$ cat config.mk
export PLATFORM = sky130hd
export DESIGN_NAME = lin_mode_ctrl
export DESIGN_NICKNAME = d
export VERILOG_FILES = /design/src/rtl/lin_ctrl_pkg.sv /design/src/rtl/lin_filt_if.sv /design/src/rtl/lin_dom_timer.sv /design/src/rtl/lin_mode_ctrl.sv /design/src/rtl/lin_pin_cond.sv
export VERILOG_INCLUDE_DIRS = /design/src /design/src/rtl
export SDC_FILE = /design/constraint.sdc
export NUM_CORES = 1
export LEC_CHECK = 0
export ABC_AREA = 1
export ABC_CLOCK_PERIOD_IN_PS = 1850
export BUFFER_PORTS_ARGS = -buffer_cell sky130_fd_sc_hd__buf_4
export CAP_MARGIN = 20
export CORE_MARGIN = 10
export CORE_UTILIZATION = 30
export CTS_BUF_LIST = sky130_fd_sc_hd__clkbuf_16
export CTS_CLUSTER_SIZE = 20
export DETAILED_ROUTE_END_ITERATION = 16
export SYNTH_ARGS = -nofsm -noshare
export SYNTH_HDL_FRONTEND = slang
export SYNTH_SLANG_ARGS = --single-unit
$ cat constraint.sdc
create_clock -name clk_sys -period 1.85 [get_ports clk_sys]
set_input_delay 0.185 -clock clk_sys [delete_from_list [all_inputs] [get_ports clk_sys]]
set_output_delay 0.185 -clock clk_sys [all_outputs]
set_load 0.01 [all_outputs]
$ cat src/rtl/lin_ctrl_consts.svh
// timing constants of the transceiver mode controller
`ifndef LIN_CTRL_CONSTS_SVH
`define LIN_CTRL_CONSTS_SVH
`define CLK_MHZ 125
`define BUS_WAKE_LOW_NS 70000
`define BUS_WAKE_LOW_CYC ((`BUS_WAKE_LOW_NS * `CLK_MHZ + 999) / 1000)
`define TX_TIMEOUT_US 25000
`define TX_TIMEOUT_CYC (`TX_TIMEOUT_US * `CLK_MHZ)
`define SEL_FILT_NS 10000
`define SEL_FILT_CYC ((`SEL_FILT_NS * `CLK_MHZ + 999) / 1000)
`define SUPPLY_SETTLE_CYC 16
`endif

$ cat src/rtl/lin_ctrl_pkg.sv
// types of the transceiver mode controller
package lin_ctrl_pkg;
    typedef enum logic [2:0] {
        ST_POR = 3'b000,
        ST_READY = 3'b001,
        ST_OPER = 3'b010,
        ST_TXOFF = 3'b011,
        ST_PDOWN = 3'b100,
        ST_WAKE = 3'b101
    } mode_t;
endpackage

$ cat src/rtl/lin_filt_if.sv
// filtered pin levels passed from the input conditioner to the controller
interface lin_filt_if;
    logic sel;
    logic sel_fall;
    logic wake_fall;
    logic txd;
    logic txd_rise;
    logic bus;
    logic bus_wake;
    modport src (output sel, sel_fall, wake_fall, txd, txd_rise, bus,
        bus_wake);
    modport dst (input sel, sel_fall, wake_fall, txd, txd_rise, bus,
        bus_wake);
endinterface

$ cat src/rtl/lin_dom_timer.sv
// saturating timer that counts while a level is held, clears otherwise
module lin_dom_timer #(
    parameter int LIMIT = 100
) (
    input wire logic clk_sys,
    input wire logic resetn,
    input wire logic run,
    output logic expired
);
    localparam int W = $clog2(LIMIT + 1);
    logic [W-1:0] cnt_ff;

    initial begin
        if (LIMIT < 1) begin
            $error("timer limit must be positive");
        end
    end

    always_ff @(posedge clk_sys or negedge resetn) begin
        if (!resetn) begin
            cnt_ff <= '0;
        end else if (!run) begin
            cnt_ff <= '0;
        end else if (cnt_ff != W'(LIMIT)) begin
            cnt_ff <= cnt_ff + W'(1);
        end
    end

    assign expired = (cnt_ff == W'(LIMIT));
endmodule

$ cat src/rtl/lin_mode_ctrl.sv
// mode and fault controller of a single-wire bus transceiver
// What this block does
// - thermal overload from output overload or die heat disables the transmitter
// - thermal fault clears itself once die temperature falls below recovery
// - power-down keeps only wake detection; receiver released, strong pull-up open
// - select high or wake falling edge wakes power-down into ready
// - rising bus edge after at least 70 us low also wakes to ready
// - select held high while waking continues to operation or tx off
// - after power-on select low gives ready, high gives operation or tx off
// - ready enables regulator and receiver, transmitter stays disabled
// - ready holds while select low; select high picks mode by txd
// - regulator enable high in every state except power-down, power-on and wake-up
// - operation goes to power-down on select fall with txd high
// - operation goes to tx off on any fault
// - in operation rxd must read high while bus recessive
// - tx off is entered whenever a fault disables the transmitter
// - tx off: select fall to power-down, txd high and no fault to operation
// - strong pull-up connected only in operation
// - bus dominant while txd low; txd forced high when transmitter disabled
// - txd low about 25 ms releases the bus; txd rising edge re-enables
// - rxd follows the bus only in ready, operation and tx off; released in power-down, power-on and wake-up
// - select is glitch filtered about 10 us
`include "lin_ctrl_consts.svh"
module lin_mode_ctrl
    import lin_ctrl_pkg::*;
#(
    parameter int TX_TIMEOUT_CYC = `TX_TIMEOUT_CYC,
    parameter int BUS_WAKE_CYC = `BUS_WAKE_LOW_CYC,
    parameter int SEL_FILT_CYC = `SEL_FILT_CYC
) (
    input wire logic clk_sys,
    input wire logic resetn,
    input wire logic sel_in,
    input wire logic wake_n_in,
    input wire logic txd_in,
    input wire logic bus_line_in,
    input wire logic thermal_hot,
    input wire logic supply_ok,
    output logic bus_line_out,
    output logic bus_line_oe_n,
    output logic rxd_out,
    output logic rxd_oe_n,
    input wire logic rxd_sense,
    output logic regulator_enable,
    output logic strong_bus_pullup,
    output logic receiver_on,
    output logic transmitter_off_state,
    output logic [3:0] fault_flags
);
    lin_filt_if fi();

    mode_t state_ff, nxt_state;
    logic [4:0] settle_ff;
    logic therm_flt_ff, cont_flt_ff, mon_flt_ff, tmo_flt_ff;
    logic tx_enable;
    logic tmo_expired;
    logic any_fault;
    logic rxd_ff, drive_ff;
    logic [1:0] drv_hist_ff;
    logic reg_en_ff, pull_ff, rx_on_ff;

    initial begin
        if (TX_TIMEOUT_CYC < 2 || BUS_WAKE_CYC < 1 || SEL_FILT_CYC < 1) begin
            $error("timing counts too small");
        end
    end

    lin_pin_cond #(
        .BUS_WAKE_CYC(BUS_WAKE_CYC),
        .SEL_FILT_CYC(SEL_FILT_CYC)
    ) u_cond (
        .clk_sys(clk_sys),
        .resetn(resetn),
        .sel_in(sel_in),
        .wake_n_in(wake_n_in),
        .txd_in(txd_in),
        .bus_line_in(bus_line_in),
        .fo(fi.src)
    );

    // txd low counted only while transmitter may drive
    lin_dom_timer #(
        .LIMIT(TX_TIMEOUT_CYC)
    ) u_tmo (
        .clk_sys(clk_sys),
        .resetn(resetn),
        .run(!fi.txd && state_ff == ST_OPER),
        .expired(tmo_expired)
    );

    assign any_fault = therm_flt_ff | cont_flt_ff | mon_flt_ff | tmo_flt_ff;
    assign tx_enable = (state_ff == ST_OPER) && !any_fault;

    // thermal flag tracks the sensor: clears on its own when cool
    always_ff @(posedge clk_sys or negedge resetn) begin
        if (!resetn) begin
            therm_flt_ff <= 1'b0;
        end else begin
            therm_flt_ff <= thermal_hot;
        end
    end

    // contention: we release the bus but it reads dominant
    always_ff @(posedge clk_sys or negedge resetn) begin
        if (!resetn) begin
            cont_flt_ff <= 1'b0;
        end else if (state_ff == ST_OPER && fi.txd && !drive_ff
                     && drv_hist_ff == 2'b00 && !fi.bus) begin
            cont_flt_ff <= 1'b1;
        end else if (fi.bus) begin
            cont_flt_ff <= 1'b0;
        end
    end

    // rxd must read high while the bus is recessive
    always_ff @(posedge clk_sys or negedge resetn) begin
        if (!resetn) begin
            mon_flt_ff <= 1'b0;
        end else if (state_ff == ST_OPER && fi.bus && rxd_ff
                     && !rxd_sense) begin
            mon_flt_ff <= 1'b1;
        end else if (rxd_sense || !fi.bus) begin
            mon_flt_ff <= 1'b0;
        end
    end

    // timeout holds until txd rises or power-down; set wins over clear
    always_ff @(posedge clk_sys or negedge resetn) begin
        if (!resetn) begin
            tmo_flt_ff <= 1'b0;
        end else if (tmo_expired) begin
            tmo_flt_ff <= 1'b1;
        end else if (fi.txd_rise || state_ff == ST_PDOWN) begin
            tmo_flt_ff <= 1'b0;
        end
    end

    // supply settle counter for por and wake-up
    always_ff @(posedge clk_sys or negedge resetn) begin
        if (!resetn) begin
            settle_ff <= '0;
        end else if ((state_ff == ST_POR || state_ff == ST_WAKE)
                     && supply_ok) begin
            if (settle_ff != 5'(`SUPPLY_SETTLE_CYC)) begin
                settle_ff <= settle_ff + 5'h01;
            end
        end else begin
            settle_ff <= '0;
        end
    end

    // bus read-back trails the driver by two sync stages; an own release
    // must not look like contention while the old dominant drains
    always_ff @(posedge clk_sys or negedge resetn) begin
        if (!resetn) begin
            drv_hist_ff <= 2'b00;
        end else begin
            drv_hist_ff <= {drv_hist_ff[0], drive_ff};
        end
    end

    always_comb begin
        nxt_state = state_ff;
        case (state_ff)
            ST_POR: begin
                if (settle_ff == 5'(`SUPPLY_SETTLE_CYC)) begin
                    if (!fi.sel) begin
                        nxt_state = ST_READY;
                    end else if (fi.txd) begin
                        nxt_state = ST_OPER;
                    end else begin
                        nxt_state = ST_TXOFF;
                    end
                end
            end
            ST_PDOWN: begin
                if (fi.sel || fi.wake_fall || fi.bus_wake) begin
                    nxt_state = ST_WAKE;
                end
            end
            ST_WAKE: begin
                if (settle_ff == 5'(`SUPPLY_SETTLE_CYC)) begin
                    nxt_state = ST_READY;
                end
            end
            ST_READY: begin
                if (fi.sel) begin
                    nxt_state = fi.txd ? ST_OPER : ST_TXOFF;
                end
            end
            ST_OPER: begin
                if (fi.sel_fall && fi.txd) begin
                    nxt_state = ST_PDOWN;
                end else if (any_fault || tmo_expired) begin
                    nxt_state = ST_TXOFF;
                end
            end
            ST_TXOFF: begin
                if (fi.sel_fall) begin
                    nxt_state = ST_PDOWN;
                end else if (fi.sel && fi.txd && !any_fault
                             && !tmo_expired) begin
                    nxt_state = ST_OPER;
                end
            end
            default: begin
                nxt_state = ST_POR;
            end
        endcase
    end

    always_ff @(posedge clk_sys or negedge resetn) begin
        if (!resetn) begin
            state_ff <= ST_POR;
        end else begin
            state_ff <= nxt_state;
        end
    end

    // mode-dependent supplies and pull-up
    always_ff @(posedge clk_sys or negedge resetn) begin
        if (!resetn) begin
            reg_en_ff <= 1'b0;
            pull_ff <= 1'b0;
            rx_on_ff <= 1'b0;
        end else begin
            reg_en_ff <= (nxt_state != ST_PDOWN && nxt_state != ST_POR
                          && nxt_state != ST_WAKE);
            pull_ff <= (nxt_state == ST_OPER);
            rx_on_ff <= (nxt_state == ST_READY || nxt_state == ST_OPER
                         || nxt_state == ST_TXOFF);
        end
    end

    // driver: dominant only while enabled and txd low
    always_ff @(posedge clk_sys or negedge resetn) begin
        if (!resetn) begin
            drive_ff <= 1'b0;
        end else begin
            drive_ff <= tx_enable && !tmo_expired && !fi.txd;
        end
    end

    // receiver output released outside receiving modes
    always_ff @(posedge clk_sys or negedge resetn) begin
        if (!resetn) begin
            rxd_ff <= 1'b1;
        end else begin
            rxd_ff <= rx_on_ff ? fi.bus : 1'b1;
        end
    end

    assign bus_line_out = 1'b0;
    assign bus_line_oe_n = !drive_ff;
    assign rxd_out = 1'b0;
    assign rxd_oe_n = rxd_ff;
    assign regulator_enable = reg_en_ff;
    assign strong_bus_pullup = pull_ff;
    assign receiver_on = rx_on_ff;
    assign transmitter_off_state = (state_ff == ST_TXOFF);
    assign fault_flags = {tmo_flt_ff, mon_flt_ff, cont_flt_ff, therm_flt_ff};
endmodule

$ cat src/rtl/lin_pin_cond.sv
// pin synchroniser, select filter and wake detectors
`include "lin_ctrl_consts.svh"
module lin_pin_cond #(
    parameter int BUS_WAKE_CYC = `BUS_WAKE_LOW_CYC,
    parameter int SEL_FILT_CYC = `SEL_FILT_CYC
) (
    input wire logic clk_sys,
    input wire logic resetn,
    input wire logic sel_in,
    input wire logic wake_n_in,
    input wire logic txd_in,
    input wire logic bus_line_in,
    lin_filt_if.src fo
);
    localparam int FW = $clog2(SEL_FILT_CYC + 1);
    localparam int BW = $clog2(BUS_WAKE_CYC + 1);
    logic [3:0] s1_ff, s2_ff;
    logic sel_ff, wake_d_ff, txd_d_ff, bus_d_ff;
    logic [FW-1:0] fcnt_ff;
    logic [BW-1:0] bcnt_ff;

    // two-stage synchronisers, one per pin
    genvar i;
    for (i = 0; i < 4; i++) begin : g_sync
        always_ff @(posedge clk_sys or negedge resetn) begin
            if (!resetn) begin
                s1_ff[i] <= (i == 0) ? 1'b0 : 1'b1;
                s2_ff[i] <= (i == 0) ? 1'b0 : 1'b1;
            end else begin
                s1_ff[i] <= (i == 0) ? sel_in : (i == 1) ? wake_n_in :
                    (i == 2) ? txd_in : bus_line_in;
                s2_ff[i] <= s1_ff[i];
            end
        end
    end

    // select accepted only after a steady run of the new level
    always_ff @(posedge clk_sys or negedge resetn) begin
        if (!resetn) begin
            fcnt_ff <= '0;
            sel_ff <= 1'b0;
        end else if (s2_ff[0] == sel_ff) begin
            fcnt_ff <= '0;
        end else if (fcnt_ff == FW'(SEL_FILT_CYC - 1)) begin
            fcnt_ff <= '0;
            sel_ff <= s2_ff[0];
        end else begin
            fcnt_ff <= fcnt_ff + FW'(1);
        end
    end

    // bus low time; short dips never arm a wake
    always_ff @(posedge clk_sys or negedge resetn) begin
        if (!resetn) begin
            bcnt_ff <= '0;
        end else if (s2_ff[3]) begin
            bcnt_ff <= '0;
        end else if (bcnt_ff != BW'(BUS_WAKE_CYC)) begin
            bcnt_ff <= bcnt_ff + BW'(1);
        end
    end

    always_ff @(posedge clk_sys or negedge resetn) begin
        if (!resetn) begin
            wake_d_ff <= 1'b1;
            txd_d_ff <= 1'b1;
            bus_d_ff <= 1'b1;
        end else begin
            wake_d_ff <= s2_ff[1];
            txd_d_ff <= s2_ff[2];
            bus_d_ff <= s2_ff[3];
        end
    end

    assign fo.sel = sel_ff;
    assign fo.sel_fall = sel_ff && (fcnt_ff == FW'(SEL_FILT_CYC - 1))
        && !s2_ff[0];
    assign fo.wake_fall = wake_d_ff && !s2_ff[1];
    assign fo.txd = s2_ff[2];
    assign fo.txd_rise = !txd_d_ff && s2_ff[2];
    assign fo.bus = s2_ff[3];
    assign fo.bus_wake = s2_ff[3] && !bus_d_ff
        && (bcnt_ff == BW'(BUS_WAKE_CYC));
endmodule

==> results.toml <==
[grt]
initial_antenna_violation_count = 0
groute.usage.overall = 0.0944
grt_pass1_wl_um = 13800
grt_remaining_overflow = 0
via_count_of_the_first_global_routing_pass = 2916
grt_max_degree = 35

[synth]
synth_top_cells_by_count = "sky130_fd_sc_hd__nor2_1, sky130_fd_sc_hd__dfrtp_1, sky130_fd_sc_hd__nand2_1"
yosys.area.top_type_share = 0.434
yosysUniqueCellTypes = 40
syn_inst = 449
async_flop_share = 1.00
synth_enable_flop_cells = 0
dominantRegCellSynth = "sky130_fd_sc_hd__dfrtp_1"
synth_seq_cells = 78
synthesis.yosys.warnings = 0
synth.cell_area_mm2 = 0.00392
synth.most_common_cell = "sky130_fd_sc_hd__nor2_1"
avgSynthCellArea_um2 = 8.72
post_synth_main_area_contributors = "sky130_fd_sc_hd__dfrtp_1, sky130_fd_sc_hd__nor2_1, sky130_fd_sc_hd__dfstp_2"
seq_area_frac_synth = 0.501
synth_largest_area_cell = "sky130_fd_sc_hd__dfrtp_1"

[power_and_ir_drop]
p_leak_uw = 0.00200
irDropWorstVdd_v = 0.000486
power.density_cell_area_mw_per_mm2 = 758

[sta]
timing.final.setup_violations = 0
tns_ns = 0
final_min_period_over_clock_period = 0.897
maxSlewHeadroom = 0.611
rsz0062_at_grt = "no"
setup_ws_final_ns = 0.191
achievable-frequency_mhz = 603
clock_period_minus_worst_slack_ns = 1.66
worst_clock_skew_ns = 0.00845
tightestPinTransition_ns = 0.578
timing_max_transition_violations_final = 0
final_hold_viol_count = 0

[worst_setup_path]
cp-start-kind = "flip-flop"
critical_path.endpoint_type = "flip-flop"
worstPathMaxFanout = 3
worstPathArrival_ns = 1.88
start_to_end_type_of_the_worst_setup_path = "reg -> reg"
cp_data_required_time_ns = 2.07

[layout]
areaGrowthSynthToFinish_pct = 17.9
utilization = 0.363
layout_cell_share_with_drive_strength_beyond_1 = 0.186
multiInputGateArea_mm2 = 0.00167
antennaDiodeCount = 0
regArea_mm2 = 0.00196
net_count_final = 501
fillers = 1304

[job]
maxCapViolations = 0

[place]
port_buffers = 18
gpl.final_weighted_congestion = 0.836
hpwlAfterDp_um = 5990
place_ws_ns = 0.194

[clock_network]
clk_sink_count = 78
cts_max_level = 3
clock_tree.buffer_depth = 2
cts_tree = "built"
clockRootBuffer = "sky130_fd_sc_hd__clkbuf_16"
insertion_delay_ns = 0.34
total_of_cells_resized_after_clock_tree_synthesis = 0
cts-buffers-inserted = 9
path_clk_slew_ns = 0.06

[routing]
amount_of_wire_on_met3_after_detailed_routing_um = 342
drt-vias-per-instance = 4.43
first_pass_iters = 4
met1Wirelength_um = 3850
drt-total-wl_um = 8010
routed.top_layer = "met4"
antenna_left = 0
detail_route.iter0.violations = 175
routed_len_inst_um = 12.1
route.vias.total = 2929
route.detailed.drc = 0
dr_wl_met2_um = 3670

[floorplanning]
ios = 21
floorplan.die_area_mm2 = 0.0180
row_count = 41
core-area_mm2 = 0.0127
initial_utilization = 0.308
die-height_um = 134
die-width_um = 134

[hold_path]
hold_path.class = "in -> reg"

[status]
run_status = "completed"
-- layout make-up --
type	instances	area share
clock buffer	9	0.0488
timing repair buffer	32	0.0585
inverter	60	0.0488
clock inverter	7	0.00921
sequential	78	0.425
multi-input combinational	303	0.363
tap	172	0.0466
-- worst max-delay path, stage by stage (launching register included) --
cell                      delay [ns]
sky130_fd_sc_hd__dfrtp_1        0.39
sky130_fd_sc_hd__inv_1          0.13
sky130_fd_sc_hd__ha_1           0.18
sky130_fd_sc_hd__nand2_1        0.05
sky130_fd_sc_hd__nor2_1         0.12
sky130_fd_sc_hd__nand4_1        0.15
sky130_fd_sc_hd__nand2_1        0.11
sky130_fd_sc_hd__nand2_1        0.08
sky130_fd_sc_hd__nor2_4         0.11
sky130_fd_sc_hd__nand3_1        0.09
sky130_fd_sc_hd__nand2_1        0.08
sky130_fd_sc_hd__inv_1          0.05
-- power by group --
| part | total, uW | internal [uW] | leakage, uW | switching (uW) |
|---|---|---|---|---|
| sequential | 1770 | 1740 | 0.00104 | 27.0 |
| combinational | 145 | 59.6 | 0.000820 | 85.5 |
| clock | 1580 | 897 | 0.000134 | 685 |
| total | 3500 | 2700 | 0.00200 | 798 |
-- metrics by stage --
stage          cells  area (um2)  hold WS [ns]  power, uW
3_3_place_gp     638        4280         0.132       1930
5_1_grt          661        4620         0.317       3650
3_5_place_dp     638        4280         0.134       1940
2_1_floorplan    450        3920        -0.111       1860
4_1_cts          661        4620         0.273       3560
6_report         661        4620         0.282       3500
-- layout by cell type (no fill, tap or decap), types with 10 or more instances in the layout --
| cell type | instances |
|---|---|
| sky130_fd_sc_hd__o21ai_0 | 18 |
| sky130_fd_sc_hd__a21oi_1 | 19 |
| sky130_fd_sc_hd__nand2_1 | 63 |
| sky130_fd_sc_hd__dfstp_2 | 10 |
| sky130_fd_sc_hd__nand4_1 | 11 |
| sky130_fd_sc_hd__dfrtp_1 | 68 |
| sky130_fd_sc_hd__inv_1 | 55 |
| sky130_fd_sc_hd__buf_4 | 24 |
| sky130_fd_sc_hd__nand3_1 | 26 |
| sky130_fd_sc_hd__nor2_1 | 78 |
| sky130_fd_sc_hd__xor2_1 | 13 |
-- cell families (layout without fill, tap and decap cells) --
| family | count (synthesis) | after routing | synth area share |
|---|---|---|---|
| multiplexers | 1 | 1 | 0.00287 |
| AO/OA/AOI/OAI | 43 | 43 | 0.0572 |
| AND/OR/NAND/NOR | 227 | 227 | 0.291 |
| adder cells (fa/ha/maj) | 8 | 8 | 0.0256 |
| buffers and inverters | 69 | 108 | 0.0722 |
| other | 1 | 2 | 0.000957 |
| flip-flops | 78 | 78 | 0.501 |
| XOR/XNOR | 22 | 22 | 0.0492 |
-- registers in the layout (all words and copies together) (netlist names) --
| signal | cells |
|---|---|
| mon_flt_ff | 1 |
| u_tmo.cnt_ff | 22 |
| drive_ff | 1 |
| strong_bus_pullup | 1 |
| regulator_enable | 1 |
| u_cond.wake_d_ff | 1 |
| receiver_on | 1 |
| u_cond.s2_ff | 2 |
| u_cond.fo.bus | 1 |
| u_cond.txd_d_ff | 1 |
| state_ff | 3 |
| u_cond.bcnt_ff | 14 |
| u_cond.fcnt_ff | 11 |
| u_cond.s1_ff | 4 |
| cont_flt_ff | 1 |
| settle_ff | 5 |
| therm_flt_ff | 1 |
| u_cond.fo.sel | 1 |
| drv_hist_ff | 2 |
| u_cond.fo.txd | 1 |
| rxd_oe_n | 1 |
| tmo_flt_ff | 1 |
| u_cond.bus_d_ff | 1 |
-- metal layers --
metal | up-vias | global-route usage
met5 | - | 0
li1 | 1504 | -
met4 | 0 | 0.0363
met3 | 13 | 0.0314
met1 | 1370 | 0.117
met2 | 42 | 0.148
-- final timing paths --
check	to	cells past startpoint	slack, ns	from
hold reg to reg	u_cond.fo.bus	0	0.35	u_cond.s1_ff[3]
setup / recovery	regulator_enable	11	0.19	u_cond.fcnt_ff[1]
setup reg to reg	regulator_enable	11	0.19	u_cond.fcnt_ff[1]
min in group asynchronous	settle_ff[4]	2	0.31	resetn
hold / removal	settle_ff[3]	3	0.28	supply_ok
max in group asynchronous	u_cond.s1_ff[2]	3	0.91	resetn
-- timing repair --
action / in CTS / in global routing
hold endpoints to repair: 29 / 0
setup endpoints to repair: 0 / 0
setup buffers: 0 / 0
hold buffers: 7 / 0
Power figures use the tool's default switching activity.
